**config.mk**
```make
export PLATFORM = sky130hd
export DESIGN_NAME = uim_irq_top
export DESIGN_NICKNAME = d
export VERILOG_FILES = /design/src/hdl/uim_pkg.sv /design/src/hdl/uim_sticky_bit.sv /design/src/hdl/uim_irq_top.sv
export VERILOG_INCLUDE_DIRS = /design/src /design/src/hdl
export SDC_FILE = /design/constraint.sdc
export NUM_CORES = 1
export LEC_CHECK = 0
export BUFFER_PORTS_ARGS = -buffer_cell sky130_fd_sc_hd__buf_2
export CAP_MARGIN = 5
export CORE_MARGIN = 1.5
export CORE_UTILIZATION = 35
export DETAILED_ROUTE_END_ITERATION = 8
export SLEW_MARGIN = 20
export SYNTH_ARGS = -nofsm -noshare
export SYNTH_HDL_FRONTEND = slang
export SYNTH_HIERARCHICAL = 1
export SYNTH_SLANG_ARGS = --single-unit
```
**constraint.sdc**
```tcl
create_clock -name ref_clk -period 1.65 [get_ports ref_clk]
set_input_delay 0 -clock ref_clk [delete_from_list [all_inputs] [get_ports ref_clk]]
set_output_delay 0 -clock ref_clk [all_outputs]
set_load 0.01 [all_outputs]
```
**src/hdl/uim_regs.svh**
```systemverilog
// Purpose: register indices, field positions and reset values of the interrupt block
// Assumes: byte address on the bus is four times the register index
// Notes: definitions only
`ifndef UIM_REGS_SVH
`define UIM_REGS_SVH

// register indices (byte address = index * 4)
`define UIM_IDX_CHAN_CMD 4'h2
`define UIM_IDX_FLAGS 4'h4
`define UIM_IDX_STATUS 4'h5
`define UIM_IDX_START_CT 4'he
`define UIM_IDX_STOP_CT 4'hf

// address field positions
`define UIM_ADDR_IDX_HI 5
`define UIM_ADDR_IDX_LO 2

// status bit positions
`define UIM_ST_TX_A 0
`define UIM_ST_RX_A 1
`define UIM_ST_BRK_A 2
`define UIM_ST_CT_RDY 3
`define UIM_ST_TX_B 4
`define UIM_ST_RX_B 5
`define UIM_ST_BRK_B 6
`define UIM_ST_IN_CHG 7

// aux control fields
`define UIM_AUX_TIMER_BIT 6

// channel command fields
`define UIM_CMD_RST_BRK_A 0
`define UIM_CMD_RST_BRK_B 1

// reset values
`define UIM_RST_BYTE 8'h00
`define UIM_RST_NIB 4'h0
`define UIM_RST_WORD 32'h0000_0000

`endif

```
**src/hdl/uim_pkg.sv**
```systemverilog
// Purpose: shared types of the interrupt block
// Assumes: nothing
// Notes: constants live in uim_regs.svh
package uim_pkg;

  typedef logic [3:0] uim_idx_type; // register index
  typedef logic [7:0] uim_byte_type; // one register byte
  typedef logic [3:0] uim_nib_type; // four input pins

endpackage : uim_pkg

```
**src/hdl/uim_sticky_bit.sv**
```systemverilog
// Purpose: one sticky flag, set by hardware, cleared by a command
// Assumes: set and clear are one-cycle strobes or levels
// Notes: a set in the clearing cycle wins
module uim_sticky_bit (
  input wire logic ref_clk, // block clock
  input wire logic rst_n, // async reset, active low
  input wire logic set_i, // set request
  input wire logic clr_i, // clear request
  output logic flag_r // flag state
);

  // set beats clear so no event is lost
  always_ff @(posedge ref_clk or negedge rst_n) begin
    if (!rst_n) begin
      flag_r <= 1'b0;
    end else if (set_i) begin
      flag_r <= 1'b1;
    end else if (clr_i) begin
      flag_r <= 1'b0;
    end
  end

endmodule : uim_sticky_bit

```
**src/hdl/uim_irq_top.sv**
```systemverilog
// Purpose: input change flags, interrupt status, mask and irq output behind APB
// Assumes: all inputs synchronous to ref_clk; 10 MHz clock
// Notes: read side effects and read data are taken in the APB setup cycle
// How it works
// - pin change sets its upper-nibble flag
// - flags register read clears all flags
// - flags read also clears input change status
// - lower nibble shows live pin levels
// - irq low when status and mask both set
// - status read ignores mask
// - status bits reset to zero
// - status bit layout fixed, 1 is active
// - input change status needs aux enable
// - break status sticky until reset-break command
// - receiver status follows fill or watchdog
// - transmitter status follows level, not ready
// - counter mode: terminal count sets, stop clears
// - timer mode: every second zero sets
// - mask gates only the irq output
// - aux low bits enable pin propagation
`include "uim_regs.svh"

module uim_irq_top (
  input wire logic ref_clk, // block clock, 10 MHz
  input wire logic rst_n, // async reset, active low
  input wire logic psel, // apb select
  input wire logic penable, // apb access phase
  input wire logic pwrite, // apb direction
  input wire logic [7:0] paddr, // apb byte address
  input wire logic [31:0] pwdata, // apb write data
  input wire logic [3:0] pstrb, // apb byte strobes
  output logic pready, // apb ready
  output logic [31:0] prdata, // apb read data
  output logic pslverr, // apb error
  input wire logic in_pin_0, // input pin 0
  input wire logic in_pin_1, // input pin 1
  input wire logic in_pin_2, // input pin 2
  input wire logic in_pin_3, // input pin 3
  input wire logic brk_evt_chan_a, // break start/end pulse, chan a
  input wire logic brk_evt_chan_b, // break start/end pulse, chan b
  input wire logic rx_irq_chan_a, // receiver interrupt level, chan a
  input wire logic rx_irq_chan_b, // receiver interrupt level, chan b
  input wire logic tx_irq_chan_a, // transmitter interrupt level, chan a
  input wire logic tx_irq_chan_b, // transmitter interrupt level, chan b
  input wire logic ct_zero, // counter/timer reached zero, pulse
  output logic irq_out_n, // interrupt output, active low
  output logic [7:0] status_raw // unmasked status for output pins
);

  ////////////////////////////////////////////////////////////////////////////
  // declarations

  uim_pkg::uim_nib_type pins; // gathered input pins
  uim_pkg::uim_nib_type pins_prev_r; // pins one cycle ago
  logic pins_valid_r; // previous sample is meaningful
  uim_pkg::uim_nib_type pin_chg; // qualified change this cycle
  uim_pkg::uim_nib_type chg_flag; // sticky change flags
  uim_pkg::uim_byte_type aux_control_r; // aux control register
  uim_pkg::uim_byte_type interrupt_mask_r; // mask register
  uim_pkg::uim_byte_type interrupt_status; // assembled status
  logic rx_a_r; // registered receiver level a
  logic rx_b_r; // registered receiver level b
  logic tx_a_r; // registered transmitter level a
  logic tx_b_r; // registered transmitter level b
  logic in_chg_st; // input change status bit
  logic brk_a_st; // break a status bit
  logic brk_b_st; // break b status bit
  logic ct_rdy_st; // counter ready status bit
  logic zero_half_r; // timer: odd zero seen
  logic ct_set; // counter ready set strobe
  logic irq_n_r; // registered irq output
  logic [31:0] prdata_r; // registered read data
  logic pslverr_r; // registered error
  uim_pkg::uim_idx_type idx; // decoded register index
  logic addr_ok; // aligned and in range
  logic setup_rd; // read setup cycle
  logic setup_wr; // write setup cycle
  logic wr_take; // write takes effect
  logic rd_flags; // flags register read
  logic rd_status; // status register read
  logic rd_start; // start counter command
  logic rd_stop; // stop counter command
  logic wr_aux; // aux control write
  logic wr_mask; // mask write
  logic wr_cmd; // channel command write
  logic mapped; // access hits a register

  ////////////////////////////////////////////////////////////////////////////
  // apb decode

  assign idx = paddr[`UIM_ADDR_IDX_HI:`UIM_ADDR_IDX_LO];
  assign addr_ok = (paddr[1:0] == 2'h0) && (paddr[7:6] == 2'h0);
  assign setup_rd = psel && !penable && !pwrite;
  assign setup_wr = psel && !penable && pwrite;
  // writes land at the completing access edge, low byte lane only
  assign wr_take = psel && penable && pwrite && addr_ok && pstrb[0];
  assign rd_flags = setup_rd && addr_ok && (idx == `UIM_IDX_FLAGS);
  assign rd_status = setup_rd && addr_ok && (idx == `UIM_IDX_STATUS);
  assign rd_start = setup_rd && addr_ok && (idx == `UIM_IDX_START_CT);
  assign rd_stop = setup_rd && addr_ok && (idx == `UIM_IDX_STOP_CT);
  assign wr_aux = wr_take && (idx == `UIM_IDX_FLAGS);
  assign wr_mask = wr_take && (idx == `UIM_IDX_STATUS);
  assign wr_cmd = wr_take && (idx == `UIM_IDX_CHAN_CMD);

  // which accesses are legal, per direction
  always_comb begin
    mapped = 1'b0;
    if (addr_ok) begin
      if (pwrite) begin
        mapped = (idx == `UIM_IDX_FLAGS) || (idx == `UIM_IDX_STATUS) ||
          (idx == `UIM_IDX_CHAN_CMD);
      end else begin
        mapped = (idx == `UIM_IDX_FLAGS) || (idx == `UIM_IDX_STATUS) ||
          (idx == `UIM_IDX_START_CT) || (idx == `UIM_IDX_STOP_CT);
      end
    end
  end

  // zero wait states
  assign pready = 1'b1;
  assign prdata = prdata_r;
  assign pslverr = pslverr_r;

  ////////////////////////////////////////////////////////////////////////////
  // read data and error, captured in the setup cycle

  always_ff @(posedge ref_clk or negedge rst_n) begin
    if (!rst_n) begin
      prdata_r <= `UIM_RST_WORD;
    end else if (setup_rd) begin
      if (rd_flags) begin
        prdata_r <= {24'h00_0000, chg_flag, pins};
      end else if (rd_status) begin
        prdata_r <= {24'h00_0000, interrupt_status};
      end else begin
        prdata_r <= `UIM_RST_WORD; // commands and unmapped read zero
      end
    end
  end

  // error on any unmapped or misaligned access
  always_ff @(posedge ref_clk or negedge rst_n) begin
    if (!rst_n) begin
      pslverr_r <= 1'b0;
    end else if (setup_rd || setup_wr) begin
      pslverr_r <= !mapped;
    end
  end

  ////////////////////////////////////////////////////////////////////////////
  // software-written registers

  // aux control, low nibble enables pin propagation
  always_ff @(posedge ref_clk or negedge rst_n) begin
    if (!rst_n) begin
      aux_control_r <= `UIM_RST_BYTE;
    end else if (wr_aux) begin
      aux_control_r <= pwdata[7:0];
    end
  end

  // mask, same layout as status
  always_ff @(posedge ref_clk or negedge rst_n) begin
    if (!rst_n) begin
      interrupt_mask_r <= `UIM_RST_BYTE;
    end else if (wr_mask) begin
      interrupt_mask_r <= pwdata[7:0];
    end
  end

  ////////////////////////////////////////////////////////////////////////////
  // input pin change detection

  assign pins = {in_pin_3, in_pin_2, in_pin_1, in_pin_0};

  // previous sample; first cycle after reset only loads
  always_ff @(posedge ref_clk or negedge rst_n) begin
    if (!rst_n) begin
      pins_prev_r <= `UIM_RST_NIB;
      pins_valid_r <= 1'b0;
    end else begin
      pins_prev_r <= pins;
      pins_valid_r <= 1'b1;
    end
  end

  assign pin_chg = pins_valid_r ? (pins ^ pins_prev_r) : `UIM_RST_NIB;

  // one sticky flag per pin, cleared by a flags read
  for (genvar gi = 0; gi < 4; gi++) begin : g_chg
    uim_sticky_bit u_flag (
      .ref_clk(ref_clk),
      .rst_n(rst_n),
      .set_i(pin_chg[gi]),
      .clr_i(rd_flags),
      .flag_r(chg_flag[gi])
    );
  end

  // input change status: enabled changes only
  uim_sticky_bit u_in_chg (
    .ref_clk(ref_clk),
    .rst_n(rst_n),
    .set_i(|(pin_chg & aux_control_r[3:0])),
    .clr_i(rd_flags),
    .flag_r(in_chg_st)
  );

  ////////////////////////////////////////////////////////////////////////////
  // break change status, cleared by channel commands

  uim_sticky_bit u_brk_a (
    .ref_clk(ref_clk),
    .rst_n(rst_n),
    .set_i(brk_evt_chan_a),
    .clr_i(wr_cmd && pwdata[`UIM_CMD_RST_BRK_A]),
    .flag_r(brk_a_st)
  );

  uim_sticky_bit u_brk_b (
    .ref_clk(ref_clk),
    .rst_n(rst_n),
    .set_i(brk_evt_chan_b),
    .clr_i(wr_cmd && pwdata[`UIM_CMD_RST_BRK_B]),
    .flag_r(brk_b_st)
  );

  ////////////////////////////////////////////////////////////////////////////
  // counter ready

  // timer mode: track odd/even zero counts; start restarts the cycle
  always_ff @(posedge ref_clk or negedge rst_n) begin
    if (!rst_n) begin
      zero_half_r <= 1'b0;
    end else if (rd_start) begin
      zero_half_r <= 1'b0;
    end else if (ct_zero && aux_control_r[`UIM_AUX_TIMER_BIT]) begin
      zero_half_r <= !zero_half_r;
    end
  end

  // counter mode sets on every terminal count, timer on every second zero
  assign ct_set = ct_zero && (!aux_control_r[`UIM_AUX_TIMER_BIT] || zero_half_r);

  uim_sticky_bit u_ct_rdy (
    .ref_clk(ref_clk),
    .rst_n(rst_n),
    .set_i(ct_set),
    .clr_i(rd_stop),
    .flag_r(ct_rdy_st)
  );

  ////////////////////////////////////////////////////////////////////////////
  // receiver and transmitter levels

  // channel levels are registered, not latched
  always_ff @(posedge ref_clk or negedge rst_n) begin
    if (!rst_n) begin
      rx_a_r <= 1'b0;
      rx_b_r <= 1'b0;
      tx_a_r <= 1'b0;
      tx_b_r <= 1'b0;
    end else begin
      rx_a_r <= rx_irq_chan_a;
      rx_b_r <= rx_irq_chan_b;
      tx_a_r <= tx_irq_chan_a;
      tx_b_r <= tx_irq_chan_b;
    end
  end

  ////////////////////////////////////////////////////////////////////////////
  // status assembly and irq

  // every source is a flop reset to zero
  always_comb begin
    interrupt_status = `UIM_RST_BYTE;
    interrupt_status[`UIM_ST_IN_CHG] = in_chg_st;
    interrupt_status[`UIM_ST_BRK_B] = brk_b_st;
    interrupt_status[`UIM_ST_RX_B] = rx_b_r;
    interrupt_status[`UIM_ST_TX_B] = tx_b_r;
    interrupt_status[`UIM_ST_CT_RDY] = ct_rdy_st;
    interrupt_status[`UIM_ST_BRK_A] = brk_a_st;
    interrupt_status[`UIM_ST_RX_A] = rx_a_r;
    interrupt_status[`UIM_ST_TX_A] = tx_a_r;
  end

  // unmasked copy for output port routing
  assign status_raw = interrupt_status;

  // irq low one cycle after any enabled source
  always_ff @(posedge ref_clk or negedge rst_n) begin
    if (!rst_n) begin
      irq_n_r <= 1'b1;
    end else begin
      irq_n_r <= !(|(interrupt_status & interrupt_mask_r));
    end
  end

  assign irq_out_n = irq_n_r;

  ////////////////////////////////////////////////////////////////////////////
  // assertions

  property p_chg_sets_flag;
    @(posedge ref_clk) disable iff (!rst_n)
      pin_chg[0] |=> chg_flag[0];
  endproperty
  a_chg_sets_flag: assert property (p_chg_sets_flag) else $error("pin change not flagged");

  property p_read_clears;
    @(posedge ref_clk) disable iff (!rst_n)
      (rd_flags && !pin_chg[1]) |=> !chg_flag[1];
  endproperty
  a_read_clears: assert property (p_read_clears) else $error("flag survived read");

  property p_read_clears_st;
    @(posedge ref_clk) disable iff (!rst_n)
      (rd_flags && !(|(pin_chg & aux_control_r[3:0]))) |=> !in_chg_st;
  endproperty
  a_read_clears_st: assert property (p_read_clears_st) else $error("status bit 7 kept");

  property p_live_pins;
    @(posedge ref_clk) disable iff (!rst_n)
      rd_flags |=> (prdata[3:0] == $past(pins));
  endproperty
  a_live_pins: assert property (p_live_pins) else $error("live pins wrong");

  property p_irq_level;
    @(posedge ref_clk) disable iff (!rst_n)
      1'b1 |=> (irq_out_n == !(|($past(interrupt_status) & $past(interrupt_mask_r))));
  endproperty
  a_irq_level: assert property (p_irq_level) else $error("irq level wrong");

  property p_status_unmasked;
    @(posedge ref_clk) disable iff (!rst_n)
      rd_status |=> (prdata[7:0] == $past(interrupt_status));
  endproperty
  a_status_unmasked: assert property (p_status_unmasked) else $error("status masked");

  property p_disabled_no_status;
    @(posedge ref_clk) disable iff (!rst_n)
      (!in_chg_st && !(|(pin_chg & aux_control_r[3:0]))) |=> !in_chg_st;
  endproperty
  a_disabled_no_status: assert property (p_disabled_no_status) else $error("bit 7 unqualified");

  property p_break_holds;
    @(posedge ref_clk) disable iff (!rst_n)
      (brk_a_st && !(wr_cmd && pwdata[`UIM_CMD_RST_BRK_A])) |=> brk_a_st;
  endproperty
  a_break_holds: assert property (p_break_holds) else $error("break bit dropped");

  property p_timer_second_zero;
    @(posedge ref_clk) disable iff (!rst_n)
      (ct_zero && aux_control_r[`UIM_AUX_TIMER_BIT] && !zero_half_r && !ct_rdy_st && !rd_start)
        |=> !ct_rdy_st;
  endproperty
  a_timer_second_zero: assert property (p_timer_second_zero) else $error("odd zero set");

  property p_stop_clears;
    @(posedge ref_clk) disable iff (!rst_n)
      (rd_stop && !ct_set) |=> !ct_rdy_st;
  endproperty
  a_stop_clears: assert property (p_stop_clears) else $error("stop kept ready");

  c_irq_fires: cover property (@(posedge ref_clk) disable iff (!rst_n) $fell(irq_out_n));
  c_flags_read: cover property (@(posedge ref_clk) disable iff (!rst_n) rd_flags && |chg_flag);
  c_race: cover property (@(posedge ref_clk) disable iff (!rst_n) rd_flags && |pin_chg);
  c_stop: cover property (@(posedge ref_clk) disable iff (!rst_n) rd_stop && ct_rdy_st);

endmodule : uim_irq_top

```
==> results.ini <==
[status]
status = finished, final reports clean

[detailed_routing]
vias = 1439
wl_per_cell_um = 12.52
vias_per_cell = 4.511
drtIter0Drc = 58
drc_errors = 0
drt_wl_total_mm = 3.995
drtPass1Iterations = 4
drt.antenna.violating_nets = 0

[placed_design]
port_buffers = 50
dpl_cell_area_mm2 = 0.002277
hpwl_mm = 3.013
pre_cts_ws_ps = 173.0
place_congestion = 0.7298

[sta]
fin_crit_ps = 1152
tightestPinTransition_ps = 739.7
skew_ps = 2.647
fin_crit_sh = 0.6984
hold_slack_ps = 18.29
fin_ws_ps = 497.7
hold_viol = 0
final.setup.tns_ps = 0
grt_setup_unrepaired = no
finalMaxSlewViolations = 0
setup_violations = 0
fmax_mhz = 867.8
relSlewSlack = 0.5068

[clock_network]
cts_sinks = 41
clkLatencyLatePin_ps = 290
cts_setup_buffers = 0
root_buffer = clkbuf_8
htreeDepth = 2
cts_buffers = 5
clk_transition_reported_paths_ps = 70
tritoncts = done
cts_buffer_depth = 2

[global_route]
grt_pass1_wl_mm = 6.492
overflow = 0
antenna_found_initial = 0
grt_max_degree = 35
grt_pass1_vias = 1307
grt_util_all_layers = 0.1362

[synth]
synth.avg_cell_area_um2 = 11.59
synth_area_leaders = dfrtp_1 48%, buf_4 12%, mux2_2 4.3%
synth_compound_area_frac = 0.08933
synthFlopType = dfrtp_1
ys_async_sr_fraction = 1.000
synthAdderAreaFrac = 0
synth-seq-cells = 41
yosysSeqAreaShare = 0.4922
ys_warn_count = 6
synthXorXnorAreaFrac = 0.02098
ys_types = 39
synth_cells = 180
synthSimpleGateAreaFrac = 0.1235
synth_top_cell_area_share = 0.4796
syn_area_mm2 = 0.002087
synth_mux_area_frac = 0.1175
yosysMostFrequentCell = dfrtp_1
synth-edff-count = 0
synth_top_family_by_area = buffers and inverters
synthTopCellsByCount = 40 x dfrtp_1, 33 x buf_4, 11 x inv_1
yosysTopAreaCell = dfrtp_1

[setup_path]
r2r_start = pins_prev_r[1]
cp.arrival_ps = 1330
worstPathRequired_ps = 1830
r2r_setup_slack_ps = 650
crit_type = in -> reg
reg2reg_to = u_in_chg/flag_r
cp-startpoint = paddr[1]
slowest_delay_ps = 340
worst_path_most_repeated_cell = buf_4
timing.critical_path.cells = buf_2 -> nor4_4 -> buf_4 -> nand2_2 -> nor3_1 -> buf_4 -> inv_1 -> a21o_1
worst_setup_path_end_kind = register
cp_top_family = simple AND/OR/NAND/NOR gates
path_max_fanout = 9
cp-start-kind = input pin
reg2regPathDepth = 4
cp_num_buf_inv = 4
slowest_stage = nor4_4

[hold_path]
holdPathEnd = pslverr
min_delay_path_depth = 4
min_from = penable
hp-class = in -> reg

[power_and_ir_drop]
leakagePower_nw = 1.238
irDropWorstVdd_uv = 354.8
powerDensity_mw_per_mm2 = 758.0

[final_layout]
antenna_cells = 0
drive_gt1_frac = 0.3279
nNetsFinal = 307
area_growth_syn_to_layout_pct = 22.36
stdcell_area_mm2 = 0.002554

[die]
boundaryPins = 103
rows = 27
start_util = 0.3699
coreArea_mm2 = 0.005642
dieArea_mm2 = 0.006435
dieHeight_um = 80.22
die_width_um = 80.22

[run]
drv_cap = 0

-- worst min-delay path: stages --
cell     delay (ps)
buf_2            90
nor2b_1          50
nor2_1           80
a41oi_1          50
-- final cells by class --
type / count / area (um2)
fill: 574 / 3088
sequential: 41 / 1027
multi-input combinational: 114 / 830.8
timing repair buffer: 74 / 478.0
tap: 72 / 90.09
clock buffer: 7 / 86.33
inverter: 11 / 41.29
-- registers in the layout, summed over array words and instances (netlist names), 4 cells and up --
name                 flops
interrupt_mask_r         8
prdata                   8
aux_control_r            5
g_chg.u_flag/flag_r      4
pins_prev_r              4
-- through the flow --
step                total power, mW  std cells    util
floorplan                     1.222        204       -
global placement              1.271        293  0.4036
detailed placement            1.273        293  0.4036
CTS                           1.962        319  0.4527
global route                  2.059        319  0.4527
finish                        1.936        319  0.4527
-- repair_timing --
item / CTS / global route
hold buffers: 19 / 0
resized for setup: 0 / 0
hold endpoints to repair: 54 / 0
-- logic make-up (layout without fill, tap and decap cells) --
family	Yosys count	after routing
flops	41	41
other cells	2	26
buf+inv	49	92
compound gates	25	25
simple gates	37	37
mux	21	21
xor+xnor	5	5
-- how the worst max path moves through the flow --
stage | cells past startpoint | endpoint
after global placement | 8 | g_chg[2].u_flag/flag_r
after detailed placement | 8 | g_chg[1].u_flag/flag_r
after CTS | 8 | g_chg[1].u_flag/flag_r
final | 8 | g_chg[2].u_flag/flag_r
after global routing | 8 | g_chg[1].u_flag/flag_r
after floorplan | 6 | u_in_chg/flag_r
-- per-layer routing --
metal	GRT usage	part of all wire
met5	0	0
met4	0.03103	0.0075
met1	0.1832	0.47
met2	0.2076	0.45
met3	0.05114	0.071
-- power by group --
group / leakage (nW) / internal (mW) / switching [mW]
logic: 0.692 / 0.107 / 0.127
registers: 0.501 / 1.03 / 0.0208
clock network: 0.0443 / 0.332 / 0.319
total: 1.24 / 1.47 / 0.466
-- cells in the final DEF, fill, tap and decap left out, types with 2 or more instances in the layout --
cell	Yosys	final
nand2_1	10	10
mux2_2	8	8
buf_2	3	50
nor2_1	2	2
dfrtp_1	40	40
a22oi_1	4	4
and2_1	4	4
o31ai_1	8	8
conb_1	2	26
inv_1	11	11
nor4b_1	2	2
mux2i_1	8	8
a21o_1	9	9
mux2_4	5	5
buf_4	33	5
and4_1	2	2
nand3_1	4	4
xor2_1	4	4
dlygate4sd3_1	0	19
clkbuf_8	0	6
(Power assumes the default switching activity.)
